<file path="config.mk">
export PLATFORM = sky130hd
export DESIGN_NAME = bcf_bridge_control
export DESIGN_NICKNAME = d
export VERILOG_FILES = /design/src/hdl/bcf_video_decode.v /design/src/hdl/bcf_bridge_control.v
export VERILOG_INCLUDE_DIRS = /design/src /design/src/hdl
export SDC_FILE = /design/constraint.sdc
export NUM_CORES = 1
export LEC_CHECK = 0
export BUFFER_PORTS_ARGS = -buffer_cell sky130_fd_sc_hd__clkbuf_2
export CAP_MARGIN = 0
export CORE_AREA = 2 2 97 99
export DETAILED_ROUTE_END_ITERATION = 8
export DIE_AREA = 0 0 99 101
export PLACE_DENSITY = 0.79
export SLEW_MARGIN = 20
export SYNTH_ARGS = -nofsm -noshare
export SYNTH_HDL_FRONTEND = slang
export SYNTH_SLANG_ARGS = --single-unit
</file>
<file path="constraint.sdc">
create_clock -name aclk -period 2.55 [get_ports aclk]
set_input_delay 0.765 -clock aclk [delete_from_list [all_inputs] [get_ports aclk]]
set_output_delay 0.765 -clock aclk [all_outputs]
set_load 0.02 [all_outputs]
</file>
<file path="src/hdl/bcf_defines.vh">
// Constants for the bridge control and legacy video forwarding block.
// Included by bare name from every design file of the block.
`ifndef BCF_DEFINES_VH
`define BCF_DEFINES_VH

// Register byte offsets
`define BCF_ADDR_W          8
`define BCF_OFS_BRIDGE_CTL  8'h00
`define BCF_OFS_COMMAND     8'h04
`define BCF_OFS_INT_STATUS  8'h08
`define BCF_OFS_INT_MASK    8'h0C
`define BCF_OFS_STATE       8'h10

// Bridge control fields
`define BCF_CTL_W           16
`define BCF_CTL_RESET       16'h0000
`define BCF_CTL_WMASK       16'h0AFF
`define BCF_BIT_B2B         7
`define BCF_BIT_SEC_RESET   6
`define BCF_BIT_ABORT_MODE  5
`define BCF_BIT_VID16       4
`define BCF_BIT_VIDEN       3
`define BCF_BIT_LEGACY_IO   2

// Command fields
`define BCF_CMD_W           2
`define BCF_CMD_RESET       2'h0
`define BCF_BIT_IO_EN       0
`define BCF_BIT_MEM_EN      1

// Interrupt status and mask fields
`define BCF_INT_W           3
`define BCF_INT_RESET       3'h0
`define BCF_INT_POSTED_MA   0
`define BCF_INT_MA_CPL      1
`define BCF_INT_TGT_ABORT   2

// Legacy video address ranges
`define BCF_VMEM_LO         32'h000A0000
`define BCF_VMEM_HI         32'h000BFFFF
`define BCF_VIO_A_LO        10'h3B0
`define BCF_VIO_A_HI        10'h3BB
`define BCF_VIO_B_LO        10'h3C0
`define BCF_VIO_B_HI        10'h3DF

// Misc values
`define BCF_ALL_ONES        32'hFFFFFFFF
`define BCF_RESP_OKAY       2'h0
`define BCF_RESP_SLVERR     2'h2

`endif

</file>
<file path="src/hdl/bcf_video_decode.v">
// Legacy video address match, purely combinational.
// Caller qualifies the match with the enable bit, and the downstream match also with the space enable bits.
`timescale 1ns/1ps
`default_nettype none
`include "bcf_defines.vh"

module bcf_video_decode (
    input  wire [31:0] addr,
    input  wire        is_io,
    input  wire        full_decode,
    output wire        hit
);

    wire [9:0] low10;
    wire       io_low_ok;
    wire       io_alias_ok;
    wire       io_hit;
    wire       mem_hit;

    assign low10       = addr[9:0];
    assign io_low_ok   = ((low10 >= `BCF_VIO_A_LO) && (low10 <= `BCF_VIO_A_HI)) ||
                         ((low10 >= `BCF_VIO_B_LO) && (low10 <= `BCF_VIO_B_HI));
    // Alias bits only matter under full decode
    assign io_alias_ok = !full_decode || (addr[15:10] == 6'h00);
    assign io_hit      = (addr[31:16] == 16'h0000) && io_low_ok && io_alias_ok;
    assign mem_hit     = (addr >= `BCF_VMEM_LO) && (addr <= `BCF_VMEM_HI);
    assign hit         = is_io ? io_hit : mem_hit;

endmodule

`default_nettype wire

</file>
<file path="src/hdl/bcf_bridge_control.v">
// Bridge control register bank with legacy video forwarding and abort handling.
// Assumes an AXI4-Lite master on aclk and transaction logic on the same clock.
//
// Chosen here: the AXI4-Lite register port and the register addresses.
`timescale 1ns/1ps
`default_nettype none
`include "bcf_defines.vh"

module bcf_bridge_control (
    input  wire        aclk,
    input  wire        aresetn,
    // AXI4-Lite slave
    input  wire [7:0]  awaddr,
    input  wire        awvalid,
    output reg         awready,
    input  wire [31:0] wdata,
    input  wire [3:0]  wstrb,
    input  wire        wvalid,
    output reg         wready,
    output reg  [1:0]  bresp,
    output reg         bvalid,
    input  wire        bready,
    input  wire [7:0]  araddr,
    input  wire        arvalid,
    output reg         arready,
    output reg  [31:0] rdata,
    output reg  [1:0]  rresp,
    output reg         rvalid,
    input  wire        rready,
    // Downstream request decode
    input  wire        dn_req_valid,
    input  wire [31:0] dn_req_addr,
    input  wire        dn_req_is_io,
    output reg         dn_claim,
    // Upstream request decode
    input  wire        up_req_valid,
    input  wire [31:0] up_req_addr,
    input  wire        up_req_is_io,
    output reg         up_block,
    // Master abort seen on the secondary bus
    input  wire        ma_valid,
    input  wire        ma_is_read,
    input  wire        ma_is_posted,
    output reg         cpl_valid,
    output reg         cpl_ur,
    output reg  [31:0] cpl_rdata,
    output reg         wr_discard,
    output reg         err_posted_ma,
    // Unsupported request completion from the primary link
    input  wire        ur_cpl_valid,
    input  wire        ur_cpl_is_read,
    output reg         up_cpl_valid,
    output reg         up_target_abort,
    output reg  [31:0] up_cpl_rdata,
    // Control levels
    output reg         secondary_back_to_back_enable,
    output reg         secondary_reset_out,
    output reg         legacy_io_block_enable,
    output reg         io_space_enable,
    output reg         memory_space_enable,
    output reg         irq
);

    reg  [15:0] bridge_control;
    reg  [1:0]  command;
    reg  [2:0]  int_status;
    reg  [2:0]  int_mask;

    reg         aw_got;
    reg         w_got;
    reg  [7:0]  aw_addr;
    reg  [31:0] w_data;
    reg  [3:0]  w_strb;

    reg         next_aw_got;
    reg         next_w_got;
    reg         next_bvalid;
    reg         next_rvalid;
    reg  [2:0]  next_int_status;
    reg  [31:0] read_word;
    reg         read_ok;
    reg  [15:0] ctl_written;

    wire        aw_hs;
    wire        w_hs;
    wire        ar_hs;
    wire        do_write;
    wire        abort_mode;
    wire        video_en;
    wire        full_decode;
    wire        dn_hit;
    wire        up_hit;
    wire        dn_space_ok;
    wire [2:0]  int_events;
    wire [2:0]  int_clear;

    // Byte-lane merge for the 16-bit control register
    function [15:0] merge16;
        input [15:0] old_val;
        input [31:0] new_val;
        input [3:0]  strb;
        input [15:0] wmask;
        reg   [15:0] lanes;
        begin
            lanes   = {{8{strb[1]}}, {8{strb[0]}}} & wmask;
            merge16 = (old_val & ~lanes) | (new_val[15:0] & lanes);
        end
    endfunction

    assign aw_hs       = awvalid && awready;
    assign w_hs        = wvalid && wready;
    assign ar_hs       = arvalid && arready;
    assign do_write    = aw_got && w_got && !bvalid;

    assign abort_mode  = bridge_control[`BCF_BIT_ABORT_MODE];
    assign video_en    = bridge_control[`BCF_BIT_VIDEN];
    assign full_decode = bridge_control[`BCF_BIT_VID16] && video_en;

    bcf_video_decode u_dn_decode (
        .addr        (dn_req_addr),
        .is_io       (dn_req_is_io),
        .full_decode (full_decode),
        .hit         (dn_hit)
    );

    bcf_video_decode u_up_decode (
        .addr        (up_req_addr),
        .is_io       (up_req_is_io),
        .full_decode (full_decode),
        .hit         (up_hit)
    );

    // Space enable gates downstream video forwarding
    assign dn_space_ok = dn_req_is_io ? command[`BCF_BIT_IO_EN] :
                                        command[`BCF_BIT_MEM_EN];

    // AXI write channel bookkeeping
    always @* begin
        next_aw_got = aw_got;
        next_w_got  = w_got;
        next_bvalid = bvalid;
        if (aw_hs) begin
            next_aw_got = 1'b1;
        end
        if (w_hs) begin
            next_w_got = 1'b1;
        end
        if (do_write) begin
            next_aw_got = 1'b0;
            next_w_got  = 1'b0;
            next_bvalid = 1'b1;
        end else if (bvalid && bready) begin
            next_bvalid = 1'b0;
        end
    end

    always @* begin
        next_rvalid = rvalid;
        if (ar_hs) begin
            next_rvalid = 1'b1;
        end else if (rvalid && rready) begin
            next_rvalid = 1'b0;
        end
    end

    // Read mux
    always @* begin
        read_word = 32'h00000000;
        read_ok   = 1'b1;
        case (araddr)
            `BCF_OFS_BRIDGE_CTL: read_word = {16'h0000, bridge_control};
            `BCF_OFS_COMMAND:    read_word = {30'h00000000, command};
            `BCF_OFS_INT_STATUS: read_word = {29'h00000000, int_status};
            `BCF_OFS_INT_MASK:   read_word = {29'h00000000, int_mask};
            `BCF_OFS_STATE:      read_word = {30'h00000000, irq, secondary_reset_out};
            default:             read_ok   = 1'b0;
        endcase
    end

    // Events and write-one-to-clear
    assign int_events[`BCF_INT_POSTED_MA] = ma_valid && ma_is_posted && abort_mode;
    assign int_events[`BCF_INT_MA_CPL]    = ma_valid && !ma_is_posted && abort_mode;
    assign int_events[`BCF_INT_TGT_ABORT] = ur_cpl_valid && abort_mode;
    assign int_clear = (do_write && (aw_addr == `BCF_OFS_INT_STATUS) && w_strb[0]) ?
                       w_data[2:0] : 3'h0;

    always @* begin
        // Set wins over clear
        next_int_status = (int_status & ~int_clear) | int_events;
    end

    always @* begin
        ctl_written = merge16(bridge_control, w_data, w_strb, `BCF_CTL_WMASK);
    end

    // AXI handshake registers
    always @(posedge aclk) begin
        if (!aresetn) begin
            awready <= 1'b0;
            wready  <= 1'b0;
            bvalid  <= 1'b0;
            bresp   <= `BCF_RESP_OKAY;
            aw_got  <= 1'b0;
            w_got   <= 1'b0;
            aw_addr <= 8'h00;
            w_data  <= 32'h00000000;
            w_strb  <= 4'h0;
            arready <= 1'b0;
            rvalid  <= 1'b0;
            rdata   <= 32'h00000000;
            rresp   <= `BCF_RESP_OKAY;
        end else begin
            aw_got  <= next_aw_got;
            w_got   <= next_w_got;
            bvalid  <= next_bvalid;
            awready <= !next_aw_got && !next_bvalid;
            wready  <= !next_w_got && !next_bvalid;
            if (aw_hs) begin
                aw_addr <= awaddr;
            end
            if (w_hs) begin
                w_data <= wdata;
                w_strb <= wstrb;
            end
            if (do_write) begin
                case (aw_addr)
                    `BCF_OFS_BRIDGE_CTL,
                    `BCF_OFS_COMMAND,
                    `BCF_OFS_INT_STATUS,
                    `BCF_OFS_INT_MASK,
                    `BCF_OFS_STATE: bresp <= `BCF_RESP_OKAY;
                    default:        bresp <= `BCF_RESP_SLVERR;
                endcase
            end
            rvalid  <= next_rvalid;
            arready <= !next_rvalid;
            if (ar_hs) begin
                rdata <= read_word;
                rresp <= read_ok ? `BCF_RESP_OKAY : `BCF_RESP_SLVERR;
            end
        end
    end

    // Software-visible registers
    always @(posedge aclk) begin
        if (!aresetn) begin
            bridge_control <= `BCF_CTL_RESET;
            command        <= `BCF_CMD_RESET;
            int_status     <= `BCF_INT_RESET;
            int_mask       <= `BCF_INT_RESET;
        end else begin
            int_status <= next_int_status;
            if (do_write) begin
                case (aw_addr)
                    `BCF_OFS_BRIDGE_CTL: bridge_control <= ctl_written;
                    `BCF_OFS_COMMAND: begin
                        if (w_strb[0]) begin
                            command <= w_data[1:0];
                        end
                    end
                    `BCF_OFS_INT_MASK: begin
                        if (w_strb[0]) begin
                            int_mask <= w_data[2:0];
                        end
                    end
                    default: ;
                endcase
            end
        end
    end

    // Control levels toward the bus interfaces
    always @(posedge aclk) begin
        if (!aresetn) begin
            secondary_back_to_back_enable <= 1'b0;
            secondary_reset_out           <= 1'b0;
            legacy_io_block_enable        <= 1'b0;
            io_space_enable               <= 1'b0;
            memory_space_enable           <= 1'b0;
            irq                           <= 1'b0;
        end else begin
            secondary_back_to_back_enable <= bridge_control[`BCF_BIT_B2B];
            // Follows the bit level, so it holds until software clears it
            secondary_reset_out           <= bridge_control[`BCF_BIT_SEC_RESET];
            legacy_io_block_enable        <= bridge_control[`BCF_BIT_LEGACY_IO];
            io_space_enable               <= command[`BCF_BIT_IO_EN];
            memory_space_enable           <= command[`BCF_BIT_MEM_EN];
            irq                           <= |(next_int_status & int_mask);
        end
    end

    // Legacy video claim and block
    always @(posedge aclk) begin
        if (!aresetn) begin
            dn_claim <= 1'b0;
            up_block <= 1'b0;
        end else begin
            dn_claim <= dn_req_valid && video_en && dn_hit && dn_space_ok;
            up_block <= up_req_valid && video_en && up_hit;
        end
    end

    // Master abort and unsupported request completions
    always @(posedge aclk) begin
        if (!aresetn) begin
            cpl_valid       <= 1'b0;
            cpl_ur          <= 1'b0;
            cpl_rdata       <= 32'h00000000;
            wr_discard      <= 1'b0;
            err_posted_ma   <= 1'b0;
            up_cpl_valid    <= 1'b0;
            up_target_abort <= 1'b0;
            up_cpl_rdata    <= 32'h00000000;
        end else begin
            cpl_valid     <= ma_valid && !ma_is_posted;
            cpl_ur        <= ma_valid && !ma_is_posted && abort_mode;
            cpl_rdata     <= (ma_valid && ma_is_read && !abort_mode) ?
                             `BCF_ALL_ONES : 32'h00000000;
            wr_discard    <= ma_valid && !ma_is_read;
            err_posted_ma <= ma_valid && ma_is_posted && abort_mode;
            up_cpl_valid    <= ur_cpl_valid;
            up_target_abort <= ur_cpl_valid && abort_mode;
            up_cpl_rdata    <= (ur_cpl_valid && ur_cpl_is_read && !abort_mode) ?
                               `BCF_ALL_ONES : 32'h00000000;
        end
    end

endmodule

`default_nettype wire

</file>
# Word-level counts from Yosys, hierarchy flattened
# Cells that the tools add are included.
[classes] order_cmp=12 n_eq_ne=8 muxes=18 bitwise=8 reduce_logical=62
[ops] operator="case mux 16 bit (5 select lines)" n=1
[ops] operator=">= comparator 32 x 20 -> 1 bit (second input constant)" n=2
[ops] operator="less-or-equal comparator 32 x 20 -> 1 bit (second input constant)" n=2
[ops] operator="2-to-1 mux 32 bit" n=2
[ops] operator=">= comparator 10 bit (second input constant)" n=4
[ops] operator="less-or-equal comparator 10 bit (second input constant)" n=4
[ops] operator="logical AND 1 bit" n=37
[ops] operator="equality test 8 x 4 -> 1 bit (second input constant)" n=4
[ops] operator="logical NOT 16 bit" n=2
[ops] operator="AND 16 x 12 -> 16 bit" n=1
[ops] operator="AND 16 bit" n=1
[ops] operator="equality test 8 x 3 -> 1 bit (second input constant)" n=2
[ops] operator="equality test 8 x 5 -> 1 bit (second input constant)" n=2
[ops] operator="logical NOT 8 bit" n=2
[ops] operator="inverter 12 -> 16 bit" n=1
[ops] operator="bitwise OR 16 bit" n=1
[ops] operator="logical NOT 6 bit" n=2
[ops] operator="2-to-1 mux 1 bit" n=12
[ops] operator="OR reduction 5 bit" n=2
[ops] operator="logical NOT 1 bit" n=9
[ops] operator="AND 3 bit" n=2
[ops] operator="AND reduction 3 bit" n=2
[ops] operator="logical OR 1 bit" n=4
[ops] operator="2-to-1 mux 2 bit" n=2
[ops] operator="5 further kinds" n=5
[word_totals] register_bits=171 inputBits=132 output_inout_bits=119

# Depth between registers and ports, before layout
[depth] depth_word=10 ltp_mapped=5

# Hierarchy
# From an unflattened synthesis, not the netlist that was laid out.
[unflattened] hier_cells=411 area_unflattened_um2=3716.1
[by_module_without_submodules] mod="bcf_bridge_control" instances=1 cells_each=381 area_per_inst_um2=3500.9 seq_area_each_um2=1461.4
[by_module_without_submodules] mod="bcf_video_decode" instances=2 cells_each=15 area_per_inst_um2=107.6 seq_area_each_um2=0.0

# Worst setup path before layout
# No wires, ideal clock.
[synth_path] path_type="in2reg" from="in araddr[1]" to="reg rdata[11]" setup_ps=66 t_arrival_ps=1999 path_slack_ps=485 path_stages=4 n_path_buf=0 path_cell_list="or4_1 nor4_2 a22oi_1 nor2b_1"
[synth_via] elab_chain_cells=2 elab_cells_between_ends=6 classes_between="eq/ne (4); mux (1); reduce/logical (1)"
[synth_rtl] item="from (decl)" line="bcf_bridge_control.v:23" text="input wire [7:0] araddr,"
[synth_rtl] item="equality test 8 x 5 -> 1 bit (tied with other cells)" line="bcf_bridge_control.v:170" text="case (araddr)"
[synth_rtl] item="case mux 16 bit (5 select lines) *" line="bcf_bridge_control.v:170"
[synth_rtl] item="to (signal assigned)" line="bcf_bridge_control.v:238" text="rdata <= read_word;"
[synth_rtl] item="to (decl)" line="bcf_bridge_control.v:26" text="output reg [31:0] rdata,"
# Every way passes the cells marked *; elsewhere a longest branch is shown, timed or not.
# A chain may end at the register's enable or synchronous reset.

==> flow_summary.toml <==
[cells_and_area]
final_nets = 677
areaGrowthSynthToFinish_pct = 20.8
drive_above_1_share = 0.416
seq_area_um2 = 1460
multi_input_area_um2 = 1490
n_antenna_cell = 0
post-route-cell-area_um2 = 4330
final_common_cell = "clkbuf_2"
n_fill_cell = 871
utilization = 0.483
layout_common_cells = "clkbuf_2 (198), nand2_1 (74), dfxtp_1 (73)"

[global_route]
antenna_found_initial = 0
grt_pass1_wl_mm = 12.4
busiest_layer = "met2"
grt_max_degree = 34
gr-usage-met3 = 0.0451
grt.met2_usage = 0.260
grt_pass1_vias = 2657
grt_usage = 0.156
grt-ovfl-total = 0
met1_usage = 0.196

[critical_path]
cp.arrival_ps = 1140
cpPeakStageDelay_ps = 320
crit_path_start_kind = "flip-flop"
cp-end-kind = "output port"
slowest_stage = "dfxtp_1"
crit_type = "reg2out"
critical_path.top_delay_family = "buffers and inverters"
crit_buf_inv = 2
crit_chain = "buf_4 -> clkbuf_2"
cp.required_ps = 1790
worstPathMaxFanout = 32

[yosys]
syn_area_per_cell_um2 = 8.83
synth_area_leader_cell = "dfxtp_1"
synth_cell_types = 48
ys_seq_elements = 73
synth-seq-area-share = 0.408
synth_top_cell_area_share = 0.408
synth.yosys.warnings = 0
syn_inst = 406
synth_area_um2 = 3590
netlist_top_cells_area = "dfxtp_1 (41%), buf_4 (18%), nand2_1 (7.7%)"

[detailed_routing]
ant_nets = 0
first_iter_violations = 103
firstDrtPassIters = 4
via_per_inst = 4.61
routedWlPerCell_um = 12.6
drt-total-wl_mm = 8.30
vias = 3046
route.detailed.drc = 0

[timing]
fin_ws_ps = 645
skew_ps = 10.6
finalSetupViolCount = 0
hold_viol = 0
rsz0062_at_grt = "no"
fmax_ghz = 0.525
worst_pin_slew_ps = 685
period_share = 0.747
slew_viol_final = 0
fin_crit_ps = 1900
slew_headroom = 0.543
finalSetupTns_ps = 0

[place]
dpl.hpwl_mm = 6.77
placedInstanceArea_um2 = 4150
post-place-ws_ps = 300
gp_congestion = 0.796
io_buffers = 198

[min_path]
hold_class = "reg2reg"

[clock_network]
cts_setup_buffers = 0
cts-resized-gates = 0
clkLatencyLatePin_ps = 340
clock_sinks = 73
clk_pin_slew_worst_paths_ps = 80
ctsHoldBuffers = 0
cts_root_buf = "clkbuf_8"
cts_made_buffers = 9
ctsLongestPathBuffers = 2
htreeDepth = 3
cts_tree = "built"

[outcome]
status = "finished clean"

[floorplan]
die_h_um = 101
ioPinCount = 251
dieArea_um2 = 10000
die_w_um = 99
core_area_um2 = 8980
initial_core_util = 0.399
rows = 35

[power_and_ir_drop]
peakVddDrop_mv = 0.295
leakage_nw = 2.12
power_density_nw_per_um2 = 549

[flow_run]
drv_cap = 0
## per-layer routing
| layer | wire [um] | vias to the layer above | share of wire |
|---|---|---|---|
| met5 | 0 | - | 0 |
| met4 | 78 | 0 | 0.0094 |
| met3 | 543 | 7 | 0.065 |
| met2 | 4200 | 104 | 0.51 |
| met1 | 3480 | 1371 | 0.42 |
| li1 | - | 1564 | - |
## layout make-up
class	instances	share of cell area
multi-input combinational	250	0.344
sequential	73	0.337
timing repair buffer	203	0.237
tap	111	0.0321
clock buffer	9	0.0286
clock inverter	7	0.0139
inverter	8	0.00693
## power by group
part	switching [mW]	internal (mW)	total, mW
clock	0.475	0.370	0.845
sequential	0.0216	1.17	1.19
combinational	0.213	0.131	0.344
## cells in the mapped netlist (all sizes together)
| library cell | instances |
|---|---|
| a311oi | 2 |
| nor3b | 2 |
| inv | 8 |
| clkbuf | 11 |
| a22oi | 7 |
| nor4b | 1 |
| and2 | 5 |
| and3 | 3 |
| o21ai | 6 |
| conb | 1 |
| nand4b | 3 |
| mux2i | 15 |
| buf | 87 |
| o31ai | 1 |
| or4 | 5 |
| and3b | 2 |
| and4b | 1 |
| a22o | 1 |
| mux2 | 1 |
| or4b | 1 |
| dfxtp | 73 |
| nor4 | 8 |
| a21oi | 7 |
| and4bb | 1 |
| o211ai | 1 |
| a21boi | 20 |
| nand2b | 2 |
| nand2 | 74 |
| nor3 | 6 |
| a211oi | 2 |
| nand3 | 5 |
| o311ai | 2 |
| o2111ai | 1 |
| a221oi | 2 |
| nand3b | 1 |
| or4bb | 2 |
| a31oi | 2 |
| a221o | 1 |
| nor2 | 16 |
| nor2b | 12 |
| nand4 | 3 |
| mux4 | 2 |
## cells by family (layout without fill, tap and decap cells)
family | Yosys count | count (layout) | share of synthesized area
buffers and inverters | 106 | 227 | 0.201
AO/OA/AOI/OAI | 55 | 55 | 0.109
flip-flops | 73 | 73 | 0.408
multiplexers | 18 | 18 | 0.0576
other | 1 | 24 | 0.00105
AND/OR/NAND/NOR | 153 | 153 | 0.224
## stage by stage
stage	hold WS (ps)	instances	total power, mW
floorplan	428	429	1.49
global placement	439	645	1.55
detailed placement	452	645	1.56
CTS	463	661	2.40
global route	486	661	2.49
finish	462	661	2.38
## tightest hold or removal path: stages, from the launching register on
cell	delay (ps)
dfxtp_1	320
nand2_1	50
a21oi_1	50
## worst paths after layout
check	slack (ps)	start	endpoint	depth (start not counted)
max	650	cpl_rdata[30]	cpl_rdata[23]	2
max reg2reg	670	aw_addr[6]	flip-flop	4
min	460	merge16.strb[1]	merge16.strb[1]	2
min reg2reg	460	merge16.strb[1]	merge16.strb[1]	2
(Power assumes the default switching activity.)
